[config.mk]
export PLATFORM = sky130hd
export DESIGN_NAME = pmp_top
export DESIGN_NICKNAME = d
export VERILOG_FILES = /design/src/pkg/pmp_pkg.sv /design/src/design/pmp_region_gate.sv /design/src/design/pmp_top.sv
export VERILOG_INCLUDE_DIRS = /design/src /design/src/pkg
export SDC_FILE = /design/constraint.sdc
export NUM_CORES = 1
export LEC_CHECK = 0
export ABC_AREA = 1
export CORE_MARGIN = 4
export CORE_UTILIZATION = 39
export DETAILED_ROUTE_END_ITERATION = 12
export DONT_BUFFER_PORTS = 1
export HOLD_SLACK_MARGIN = 0.02
export PLACE_DENSITY = 0.64
export SETUP_SLACK_MARGIN = 0.3
export SLEW_MARGIN = 20
export SYNTH_ARGS = -nofsm -noshare
export SYNTH_HDL_FRONTEND = slang
export SYNTH_SLANG_ARGS = --single-unit
export TNS_END_PERCENT = 30
[constraint.sdc]
create_clock -name clk_sys_i -period 3.5 [get_ports clk_sys_i]
set_input_delay 0.175 -clock clk_sys_i [delete_from_list [all_inputs] [get_ports clk_sys_i]]
set_output_delay 0.175 -clock clk_sys_i [all_outputs]
set_load 0.02 [all_outputs]
[src/pkg/pmp_consts.svh]
`ifndef PMP_CONSTS_SVH
`define PMP_CONSTS_SVH

// ============================================================
// Register indexes (byte address = 4 * index)
`define PMP_IDX_STATUS    16'h0000
`define PMP_IDX_CTRL      16'h0001
`define PMP_IDX_VIOL      16'h0002
`define PMP_IDX_USERID0   16'h8000
`define PMP_IDX_USERID3   16'h8003

// ============================================================
// Field positions
`define PMP_ST_CP_N       0
`define PMP_ST_DP_N       1
`define PMP_ST_APP_WP     2
`define PMP_ST_SAF_WP     3
`define PMP_ST_BOOT_WP    4
`define PMP_ST_CFG_WP     5
`define PMP_ST_CFG_VALID  8
`define PMP_CTRL_SW_EN    0
`define PMP_VIOL_EXT_RD   0
`define PMP_VIOL_EXT_WR   1
`define PMP_VIOL_SELF_WR  2

// ============================================================
// Reset values
`define PMP_CTRL_RST      1'b0
`define PMP_USERID_RST    14'h0000

// ============================================================
// Program memory region bounds, word addresses, upper bound exclusive
`define PMP_BOOT_LO       16'h0000
`define PMP_BOOT_HI       16'h0800
`define PMP_APP_LO        16'h0800
`define PMP_APP_HI        16'h3800
`define PMP_SAF_LO        16'h3800
`define PMP_SAF_HI        16'h4000
`define PMP_CFGA_LO       16'h8007
`define PMP_CFGA_HI       16'h800C

// ============================================================
// Read pipeline depth from request to answer
`define PMP_RD_LAT        2

`endif

[src/pkg/pmp_pkg.sv]
package pmp_pkg;

  // ============================================================
  // Shared widths
  localparam int unsigned ADDR_W = 16;
  localparam int unsigned WORD_W = 14;

  // Latched protection configuration; write protects are active high
  typedef struct packed {
    logic code_protect_n;
    logic data_protect_n;
    logic app_region_write_protect;
    logic storage_area_write_protect;
    logic boot_region_write_protect;
    logic config_region_write_protect;
  } pmp_cfg_t;

  // One access towards the program memory array
  typedef struct packed {
    logic              rd;
    logic              wr;
    logic [ADDR_W-1:0] addr;
    logic [WORD_W-1:0] wdata;
  } pmp_mem_req_t;

  // Who owns a read in flight
  typedef enum logic [1:0] {
    PMP_SRC_NONE,
    PMP_SRC_CPU,
    PMP_SRC_EXT
  } pmp_src_t;

endpackage

[src/design/pmp_region_gate.sv]
`timescale 1ns/1ps
`include "pmp_consts.svh"

module pmp_region_gate #(
  parameter logic [15:0] LO = 16'h0000,
  parameter logic [15:0] HI = 16'h0001
) (
  input  wire logic [15:0] addr_i,
  input  wire logic        wr_i,
  input  wire logic        protect_i,
  output logic             hit_o,
  output logic             block_o
);

  // ============================================================
  // Elaboration check
  if (HI <= LO) begin : g_bad_bounds
    $error("pmp_region_gate: empty region");
  end

  // ============================================================
  // Region decode; only this region's own bit blocks it
  assign hit_o   = (addr_i >= LO) && (addr_i < HI);
  assign block_o = hit_o && wr_i && protect_i;

endmodule

[src/design/pmp_top.sv]
`timescale 1ns/1ps
`include "pmp_consts.svh"

module pmp_top (
  input  wire logic                    clk_sys_i,
  input  wire logic                    arst_n_i,
  // Configuration words seen at reset
  input  wire pmp_pkg::pmp_cfg_t       cfg_word_i,
  // Avalon-MM slave
  input  wire logic [17:0]             avs_address_i,
  input  wire logic                    avs_read_i,
  input  wire logic                    avs_write_i,
  input  wire logic [31:0]             avs_writedata_i,
  output logic [31:0]                  avs_readdata_o,
  output logic                         avs_waitrequest_o,
  // CPU read port
  input  wire logic                    cpu_rd_i,
  input  wire logic [15:0]             cpu_addr_i,
  output logic [13:0]                  cpu_rdata_o,
  output logic                         cpu_rvalid_o,
  // CPU self-write port
  input  wire logic                    self_wr_i,
  input  wire logic [15:0]             self_addr_i,
  input  wire logic [13:0]             self_wdata_i,
  output logic                         self_ready_o,
  output logic                         self_blocked_o,
  // External programmer port
  input  wire logic                    ext_req_i,
  input  wire logic                    ext_wr_i,
  input  wire logic [15:0]             ext_addr_i,
  input  wire logic [13:0]             ext_wdata_i,
  output logic                         ext_ready_o,
  output logic [13:0]                  ext_rdata_o,
  output logic                         ext_rvalid_o,
  // Program memory array port
  output pmp_pkg::pmp_mem_req_t        mem_req_o,
  input  wire logic [13:0]             mem_rdata_i,
  // Data memory external gate
  output logic                         data_ext_allow_o
);
  import pmp_pkg::*;

  // ============================================================
  // Configuration capture
  pmp_cfg_t cfg_r;
  logic     cfg_valid_r;

  // Caught on first edge after release, then frozen until next reset
  always_ff @(posedge clk_sys_i or negedge arst_n_i) begin
    if (!arst_n_i) begin
      cfg_r       <= '0;
      cfg_valid_r <= 1'b0;
    end else if (!cfg_valid_r) begin
      cfg_r       <= cfg_word_i;
      cfg_valid_r <= 1'b1;
    end
  end

  // ============================================================
  // Software registers
  logic        sw_en_r;
  logic [2:0]  viol_r;
  logic [2:0]  viol_nxt;
  logic [13:0] userid_r [4];

  // ============================================================
  // Region decode for self-writes
  logic app_hit, saf_hit, boot_hit, cfga_hit;
  logic app_blk, saf_blk, boot_blk, cfga_blk;

  pmp_region_gate #(.LO(`PMP_APP_LO), .HI(`PMP_APP_HI)) u_gate_app (
    .addr_i    (self_addr_i),
    .wr_i      (self_wr_i),
    .protect_i (cfg_r.app_region_write_protect),
    .hit_o     (app_hit),
    .block_o   (app_blk)
  );

  pmp_region_gate #(.LO(`PMP_SAF_LO), .HI(`PMP_SAF_HI)) u_gate_saf (
    .addr_i    (self_addr_i),
    .wr_i      (self_wr_i),
    .protect_i (cfg_r.storage_area_write_protect),
    .hit_o     (saf_hit),
    .block_o   (saf_blk)
  );

  pmp_region_gate #(.LO(`PMP_BOOT_LO), .HI(`PMP_BOOT_HI)) u_gate_boot (
    .addr_i    (self_addr_i),
    .wr_i      (self_wr_i),
    .protect_i (cfg_r.boot_region_write_protect),
    .hit_o     (boot_hit),
    .block_o   (boot_blk)
  );

  pmp_region_gate #(.LO(`PMP_CFGA_LO), .HI(`PMP_CFGA_HI)) u_gate_cfga (
    .addr_i    (self_addr_i),
    .wr_i      (self_wr_i),
    .protect_i (cfg_r.config_region_write_protect),
    .hit_o     (cfga_hit),
    .block_o   (cfga_blk)
  );

  // ============================================================
  // Elaboration checks; the decode below leans on this map
  if (`PMP_BOOT_HI > `PMP_APP_LO || `PMP_APP_HI > `PMP_SAF_LO) begin : g_bad_map
    $error("pmp_top: program memory regions overlap");
  end
  if ((`PMP_IDX_USERID3 - `PMP_IDX_USERID0 != 16'h0003) ||
      ((`PMP_IDX_USERID0 & 16'h0003) != 16'h0000)) begin : g_bad_uid
    $error("pmp_top: user ID window must be four aligned words");
  end
  // The answer stage below is exactly two edges deep
  if (`PMP_RD_LAT != 2) begin : g_bad_lat
    $error("pmp_top: read latency is fixed at two edges");
  end

  // ============================================================
  // Access decisions
  wire self_any_hit = app_hit | saf_hit | boot_hit | cfga_hit;
  // Code protect deliberately absent here; unmapped addresses refused
  wire self_deny    = app_blk | saf_blk | boot_blk | cfga_blk
                    | ~self_any_hit | ~sw_en_r | ~cfg_valid_r;
  // Refuse everything until the configuration is known (fail safe)
  wire ext_deny     = ~cfg_r.code_protect_n | ~cfg_valid_r;
  wire ext_rd       = ext_req_i & ~ext_wr_i;
  wire ext_wrq      = ext_req_i & ext_wr_i;

  // ============================================================
  // Single array port: CPU read first, self-write next, programmer last
  // A request held high is taken again at every edge it stands
  wire grant_cpu  = cpu_rd_i;
  wire grant_self = self_wr_i & ~cpu_rd_i;
  wire grant_ext  = ext_req_i & ~cpu_rd_i & ~self_wr_i;

  assign self_ready_o   = grant_self;
  assign self_blocked_o = grant_self & self_deny;
  assign ext_ready_o    = grant_ext;

  // Refused external requests never reach the array
  wire do_cpu_rd  = grant_cpu;
  wire do_self_wr = grant_self & ~self_deny;
  wire do_ext_rd  = grant_ext & ext_rd & ~ext_deny;
  wire do_ext_wr  = grant_ext & ext_wrq & ~ext_deny;

  pmp_mem_req_t mem_req_nxt;
  always_comb begin
    mem_req_nxt       = '0;
    mem_req_nxt.rd    = do_cpu_rd | do_ext_rd;
    mem_req_nxt.wr    = do_self_wr | do_ext_wr;
    mem_req_nxt.addr  = do_cpu_rd  ? cpu_addr_i  :
                        grant_self ? self_addr_i : ext_addr_i;
    mem_req_nxt.wdata = grant_self ? self_wdata_i : ext_wdata_i;
  end

  // Registered array request; the array answers while it stands,
  // so read data is taken at the very next edge
  always_ff @(posedge clk_sys_i or negedge arst_n_i) begin
    if (!arst_n_i) begin
      mem_req_o <= '0;
    end else begin
      mem_req_o <= mem_req_nxt;
    end
  end

  // ============================================================
  // Read tracking: every granted read answers, refused ones with zeros
  pmp_src_t src_r;
  logic     zero_r;
  wire      src_ext = grant_ext & ext_rd;

  always_ff @(posedge clk_sys_i or negedge arst_n_i) begin
    if (!arst_n_i) begin
      src_r  <= PMP_SRC_NONE;
      zero_r <= 1'b0;
    end else begin
      src_r  <= grant_cpu ? PMP_SRC_CPU : (src_ext ? PMP_SRC_EXT : PMP_SRC_NONE);
      zero_r <= src_ext & ext_deny;
    end
  end

  // Answer stage: two edges from request to valid
  // Read data holds between answers; only the valid flags pulse
  always_ff @(posedge clk_sys_i or negedge arst_n_i) begin
    if (!arst_n_i) begin
      cpu_rdata_o  <= '0;
      cpu_rvalid_o <= 1'b0;
      ext_rdata_o  <= '0;
      ext_rvalid_o <= 1'b0;
    end else begin
      cpu_rvalid_o <= (src_r == PMP_SRC_CPU);
      ext_rvalid_o <= (src_r == PMP_SRC_EXT);
      if (src_r == PMP_SRC_CPU) begin
        cpu_rdata_o <= mem_rdata_i;
      end
      if (src_r == PMP_SRC_EXT) begin
        ext_rdata_o <= zero_r ? 14'h0000 : mem_rdata_i;
      end
    end
  end

  // ============================================================
  // Data memory gate, driven by its own latched bit and the config valid flag only
  assign data_ext_allow_o = cfg_r.data_protect_n & cfg_valid_r;

  // ============================================================
  // Violation flags; a new event beats a clear in the same cycle
  wire [2:0] viol_evt = {self_blocked_o,
                         grant_ext & ext_wrq & ext_deny,
                         grant_ext & ext_rd & ext_deny};

  // ============================================================
  // Avalon-MM slave: one wait cycle, then the answer
  logic        ack_r;
  logic [31:0] rdata_nxt;
  wire         bus_req   = avs_read_i | avs_write_i;
  wire [15:0]  reg_idx   = avs_address_i[17:2];
  wire         aligned   = (avs_address_i[1:0] == 2'b00);
  wire         hit_stat  = aligned && (reg_idx == `PMP_IDX_STATUS);
  wire         hit_ctrl  = aligned && (reg_idx == `PMP_IDX_CTRL);
  wire         hit_viol  = aligned && (reg_idx == `PMP_IDX_VIOL);
  wire         hit_uid   = aligned && (reg_idx >= `PMP_IDX_USERID0)
                                   && (reg_idx <= `PMP_IDX_USERID3);
  wire [1:0]   uid_sel   = reg_idx[1:0];
  wire         wr_commit = avs_write_i & ack_r;

  // Every access, mapped or not, pays exactly one wait state
  assign avs_waitrequest_o = bus_req & ~ack_r;

  // Read mux; unmapped and misaligned addresses read zero
  always_comb begin
    rdata_nxt = '0;
    if (hit_stat) begin
      rdata_nxt[`PMP_ST_CP_N]      = cfg_r.code_protect_n;
      rdata_nxt[`PMP_ST_DP_N]      = cfg_r.data_protect_n;
      rdata_nxt[`PMP_ST_APP_WP]    = cfg_r.app_region_write_protect;
      rdata_nxt[`PMP_ST_SAF_WP]    = cfg_r.storage_area_write_protect;
      rdata_nxt[`PMP_ST_BOOT_WP]   = cfg_r.boot_region_write_protect;
      rdata_nxt[`PMP_ST_CFG_WP]    = cfg_r.config_region_write_protect;
      rdata_nxt[`PMP_ST_CFG_VALID] = cfg_valid_r;
    end else if (hit_ctrl) begin
      rdata_nxt[`PMP_CTRL_SW_EN]   = sw_en_r;
    end else if (hit_viol) begin
      rdata_nxt[2:0]               = viol_r;
    end else if (hit_uid) begin
      rdata_nxt[13:0]              = userid_r[uid_sel];
    end
  end

  // Write-one-to-clear, with set priority over clear
  always_comb begin
    viol_nxt = viol_r;
    if (wr_commit && hit_viol) begin
      viol_nxt = viol_nxt & ~avs_writedata_i[2:0];
    end
    viol_nxt = viol_nxt | viol_evt;
  end

  // Handshake and read data capture
  always_ff @(posedge clk_sys_i or negedge arst_n_i) begin
    if (!arst_n_i) begin
      ack_r          <= 1'b0;
      avs_readdata_o <= '0;
    end else begin
      ack_r <= bus_req & ~ack_r;
      if (avs_read_i && !ack_r) begin
        avs_readdata_o <= rdata_nxt;
      end
    end
  end

  // Control and flags
  always_ff @(posedge clk_sys_i or negedge arst_n_i) begin
    if (!arst_n_i) begin
      sw_en_r <= `PMP_CTRL_RST;
      viol_r  <= '0;
    end else begin
      viol_r <= viol_nxt;
      if (wr_commit && hit_ctrl) begin
        sw_en_r <= avs_writedata_i[`PMP_CTRL_SW_EN];
      end
    end
  end

  // User ID words, writable during normal running
  always_ff @(posedge clk_sys_i or negedge arst_n_i) begin
    if (!arst_n_i) begin
      for (int i = 0; i < 4; i++) begin
        userid_r[i] <= `PMP_USERID_RST;
      end
    end else if (wr_commit && hit_uid) begin
      userid_r[uid_sel] <= avs_writedata_i[13:0];
    end
  end

endmodule

-- Word-level counts from Yosys, hierarchy flattened
Cells that the tools add are included.
- $lt $le $gt $ge: 12
- eq/ne operators: 4
- mux-type cells: 22
- bitwise logic cells: 43
- reduce and logical (&&, ||, !) cells: 25
- operators with widths (kind ; number):
    14-bit two-way mux ; 6
    56-bit bitwise mux ; 1
    16-bit greater-or-equal comparator (second input constant) ; 2
    16-bit two-way mux ; 2
    14-bit binary-select mux with 2-bit select ; 1
    14-bit demux with 2-bit select ; 1
    1-bit logical AND ; 22
    1-bit AND ; 16
    16-bit by 1-bit == test with 1-bit output (second input constant) ; 1
    16-bit by 2-bit == test with 1-bit output (second input constant) ; 1
    16-bit by 1-bit greater-or-equal comparator with 1-bit output (second input constant) ; 1
    16-bit by 12-bit greater-or-equal comparator with 1-bit output (second input constant) ; 1
    16-bit by 14-bit greater-or-equal comparator with 1-bit output (second input constant) ; 1
    16-bit less-or-equal comparator (second input constant) ; 1
    16-bit logical NOT ; 1
    16-bit by 12-bit < comparator with 1-bit output (second input constant) ; 1
    16-bit by 14-bit < comparator with 1-bit output (second input constant) ; 1
    16-bit by 15-bit < comparator with 1-bit output (second input constant) ; 1
    16-bit < comparator (second input constant) ; 1
    13-bit two-way mux ; 1
    1-bit OR ; 13
    11-bit two-way mux ; 1
    1-bit NOT ; 10
    2-bit two-way mux ; 3
    14 further kinds ; 16
- register bits: 147
- output and inout bits: 99
- logic and storage cells: 131

-- Longest topological paths before layout
- depth after elaboration: 13
- mapped depth: 11

-- Cells and area by module
A second synthesis with hierarchy kept.
- cell total of the unflattened synthesis: 851
- area total of the unflattened synthesis: 6735.2 um^2
- modules (own cells, without submodules) (module ; times used ; cells each ; area an instance (um^2)):
    pmp_top ; 1 ; 806 ; 6527.5
    pmp_region_gate (u_gate_cfga) ; 1 ; 21 ; 96.3
    pmp_region_gate (u_gate_app) ; 1 ; 9 ; 46.3
    pmp_region_gate (u_gate_saf) ; 1 ; 8 ; 37.5
    pmp_region_gate (u_gate_boot) ; 1 ; 7 ; 27.5

-- Worst setup path before layout
Ideal clock, no wire load.
- path kind: input to register
- start point: input avs_address_i[15]
- end point: register userid_r[12] (netlist name)
- library setup time: 0.122 ns
- arrival time: 1.150 ns
- required time: 3.378 ns
- path slack: 2.227 ns
- stages on the path: 9
- path buffers: 1
- path through: nor2_2 > nand3_2 > nor3_4 > nand2_2 > nor2_8 > nand2_4 > buf_6 > nand2_1 > o21ai_2
- longest elaborated chain between the ends: 4
- elaborated cells on any way between the ends: 5
- those cells by class: 2 x order compare; 3 x reduce/logical
- ends and longest elaborated chain (what ; line ; text):
    start: declaration ; pmp_top.sv:10 ; input wire logic [17:0] avs_address_i,
    16-bit greater-or-equal comparator (no line) ; -- ;
    1-bit logical AND ; pmp_top.sv:221 ; wire hit_uid = aligned && (reg_idx >= `PMP_IDX_USERID0)
    1-bit logical AND (*) ; pmp_top.sv:221 ;
    1-bit logical AND (*) ; pmp_top.sv:290 ; end else if (wr_commit && hit_uid) begin
    end signal: indexed assignment ; pmp_top.sv:288 ; userid_r[i] <= `PMP_USERID_RST;
    end signal: indexed assignment ; pmp_top.sv:291 ; userid_r[uid_sel] <= avs_writedata_i[13:0];
    end: declaration ; pmp_top.sv:64 ; logic [13:0] userid_r [4];
Every way passes the cells marked *; elsewhere a longest branch is shown, timed or not.
A chain may end at the register's enable or synchronous reset.

-- Final worst setup path
- start point: register src_r[1]
- end point: register cpu_rdata_o[12]
- longest elaborated chain between the ends: 1
- ends and longest elaborated chain (what ; line ; text):
    start: declaration ; pmp_top.sv:167 ; pmp_src_t src_r;
    start signal: assignment ; pmp_top.sv:176 ; src_r <= grant_cpu ? PMP_SRC_CPU : (src_ext ? PMP_SRC_EXT : PMP_SRC_NONE);
    2-bit by 1-bit == test with 1-bit output ; pmp_top.sv:192 ; if (src_r == PMP_SRC_CPU) begin
    end signal: assignment ; pmp_top.sv:193 ; cpu_rdata_o <= mem_rdata_i;
    end: declaration ; pmp_top.sv:19 ; output logic [13:0] cpu_rdata_o,
No other way between the ends.

==> reports/qor.yml <==
status: "complete, but fails checks"
violations: "negative hold slack"
drcViolationCount: 0
ant_nets: 0
worstPathMaxFanout: 16
layout-drive-gt1-share: 0.0938
wire_per_inst_um: 17.1
leakage_nw: 4.06
synth_edf_count: 0
cp_cell_sequence: "inv_1 > nand2_1 > inv_1 > nand2_1 > nand2_1"
hold_class: "primary input to asynchronous set/reset pin"
layout.cells.non_filler: 1105
drt-total-wl_um: 18900
syn-instance-count: 788
antenna_found_initial: 0
cpMostUsedCell: "nand2_1"
ys_async_sr_fraction: 1.00
powerDensity_nw_per_um2: 490
arrival_ns: 2.16
max_freq_mhz: 551
cts_tree: "yes"
io_buffers: 0
cts_buffer_depth: 2
post-route-min-period_ns: 1.82
share_comb_of_total_power: 0.086
grt_usage: 0.189
hpwl_um: 12400
cp_num_buf_inv: 2
ys_warn_count: 0
start_util: 0.402
p_seq_frac: 0.495
yosysSeqAreaShare: 0.544
yosysTopAreaCell: "dfrtp_1"
fin_crit_sh: 0.519
diodes: 0
clk_pin_slew_ns: 0.06
synth_area_leaders: "dfrtp_1, nand2_1, nand3_1, o21ai_2, inv_1"
critPathSlowestCell: "inv_1"
cpPeakStageDelay_ns: 0.47
gp_congestion: 0.839
die_w_um: 140
core_area_um2: 16800
cpLargestDelayFamily: "buffers and inverters"
cp-end-kind: "flop"
setup_viol: 0
ir_drop_mv: 0.326
vias_per_cell: 5.04
postSynthAreaPerCell_um2: 8.59
syn_to_final_growth_pct: 22.7
relSlewSlack: 0.414
drv_slew: 0
fillers: 1549
placedCellCount: 978
syn-cell-area_um2: 6770
fin_tns_setup_ns: 0
grt_pass1_vias: 5334
cap_violations: 0
multi_input_area_um2: 2630
rr_worst_depth: 5
netSwitchingFraction: 0.258
io_pins: 253
holdBufCountCts: 98
vias: 5573
nets: 1029
grt_max_degree: 148
die_h_um: 140
post-route-util: 0.494
cts_sinks: 147
synth_flop_cell: "dfrtp_1"
p_int_w: 0.00301
dieArea_um2: 19500
netlist.area_leader.share: 0.544
ys_ff_latch: 147
worst-slew-pin-transition_ns: 0.876
register_area_um2: 3680
numCtsBuffers: 17
cts-root-buf: "clkbuf_16"
num_rows: 47
finalHoldViolations: 147
grt_overflow_total: 0
crit_type: "flop to flop"
startpoint_type: "flop"
grt_pass1_wl_um: 29200
cts_setup_buffers: 0
critPathRequiredTime_ns: 3.85
fin_skew_ns: 0.00761
power.switching_w: 0.00105
htree_levels: 4
r2r_slack_ns: 1.68
r2r-end: "cpu_rdata_o[12]"
drt_pre_antenna_iters: 5
drtIter0Drc: 340
clock_power_share: 0.419
rsz0062_at_grt: "no"
cts_resized: 0
clock_latency_ns: 0.42
power_w: 0.00407
ys_types: 34
worst_hold_slack_ns: -0.547
rr_startpoint: "src_r[1]"
[sequential cells by signal (all words and copies together), names as in the netlist]
register / flops
viol_r: 3
cfg_r: 6
cpu_rvalid_o: 1
src_r: 2
ext_rvalid_o: 1
cfg_valid_r: 1
userid_r: 56
avs_readdata_o: 14
ack_r: 1
mem_req_o: 32
sw_en_r: 1
zero_r: 1
cpu_rdata_o: 14
ext_rdata_o: 14
[per-layer routing]
metal,track usage,wire length [um]
met5,0,0
met4,0.0617,382
met3,0.0624,1370
met2,0.303,9210
met1,0.242,7890
[cell usage in the layout (no fill, tap or decap)]
master | synthesis | final
nand3_1 | 58 | 58
a41oi_1 | 1 | 1
nand4_1 | 16 | 16
nor2_1 | 38 | 37
clkinv_2 | 0 | 3
nor3_4 | 1 | 1
o211ai_1 | 4 | 4
o21ai_0 | 20 | 20
nand2_1 | 306 | 306
or2_0 | 1 | 1
nor2_4 | 4 | 4
conb_1 | 2 | 19
clkbuf_16 | 0 | 17
inv_1 | 44 | 44
nor2_2 | 6 | 7
clkinvlp_4 | 0 | 1
clkbuf_8 | 0 | 1
clkbuf_1 | 11 | 5
dfrtp_1 | 147 | 147
and2_1 | 1 | 1
nor2_8 | 1 | 1
o21ai_2 | 29 | 29
mux2_2 | 3 | 3
o21bai_1 | 1 | 1
o21a_1 | 1 | 1
dlygate4sd3_1 | 0 | 98
a22oi_1 | 6 | 6
clkinv_1 | 1 | 1
nand2_4 | 4 | 4
buf_4 | 21 | 2
bufinv_16 | 0 | 2
nand3_2 | 2 | 2
nand2_2 | 1 | 1
o21ai_1 | 33 | 33
a21oi_1 | 3 | 3
inv_2 | 5 | 5
[synth_stat cells (5+ instances only)]
cell type,number
inv_2,5
nand3_1,58
o21ai_0,20
buf_6,9
buf_4,21
a22oi_1,6
nand2_1,306
o21ai_2,29
nor2_2,6
clkbuf_1,11
o21ai_1,33
dfrtp_1,147
inv_1,44
nand4_1,16
nor2_1,38
buf_2,5
[metrics by stage]
| step | worst slack (ns) | instance area [um^2] |
|---|---|---|
| floorplan | 2.23 | 6830 |
| global placement | 1.67 | 6780 |
| detailed placement | 1.66 | 6780 |
| CTS | 1.66 | 8300 |
| global route | 1.47 | 8300 |
| finish | 1.68 | 8300 |
[worst max-delay path by stage]
stage | startpoint | to | slack [ns] | depth (start not counted)
floorplan | avs_address_i[15] | userid_r[12] | 2.23 | 9
global placement | src_r[1] | cpu_rdata_o[1] | 1.67 | 5
detailed placement | avs_address_i[1] | userid_r[40] | 1.66 | 8
CTS | src_r[1] | cpu_rdata_o[10] | 1.66 | 5
global route | src_r[1] | cpu_rdata_o[11] | 1.47 | 5
finish | src_r[1] | cpu_rdata_o[12] | 1.68 | 5
[cell families (layout without fill, tap and decap cells)]
| family | count (synthesis) | in the layout | share of synthesized area |
|---|---|---|---|
| flip-flops | 147 | 147 | 0.544 |
| buffers and inverters | 99 | 179 | 0.0780 |
| other | 2 | 19 | 0.00111 |
| AND/OR/NAND/NOR | 439 | 439 | 0.279 |
| AO/OA/AOI/OAI | 98 | 98 | 0.0936 |
| multiplexers | 3 | 3 | 0.00499 |
[power by group through the flow]
stage                     logic, W  registers, W  clock network [W]
after detailed placement  0.000235       0.00204                  0
after CTS                 0.000346       0.00201            0.00175
after global placement    0.000229       0.00204                  0
after global routing      0.000388       0.00202            0.00182
after floorplan           0.000211       0.00201                  0
final                     0.000350       0.00201            0.00170
[final cells by class]
cell class | instances | area share
multi-input combinational | 559 | 0.316
clock buffer | 23 | 0.0552
clock inverter | 6 | 0.00995
tap | 220 | 0.0332
sequential | 147 | 0.443
timing repair buffer | 100 | 0.120
inverter | 50 | 0.0226
Power figures use the tool's default switching activity.
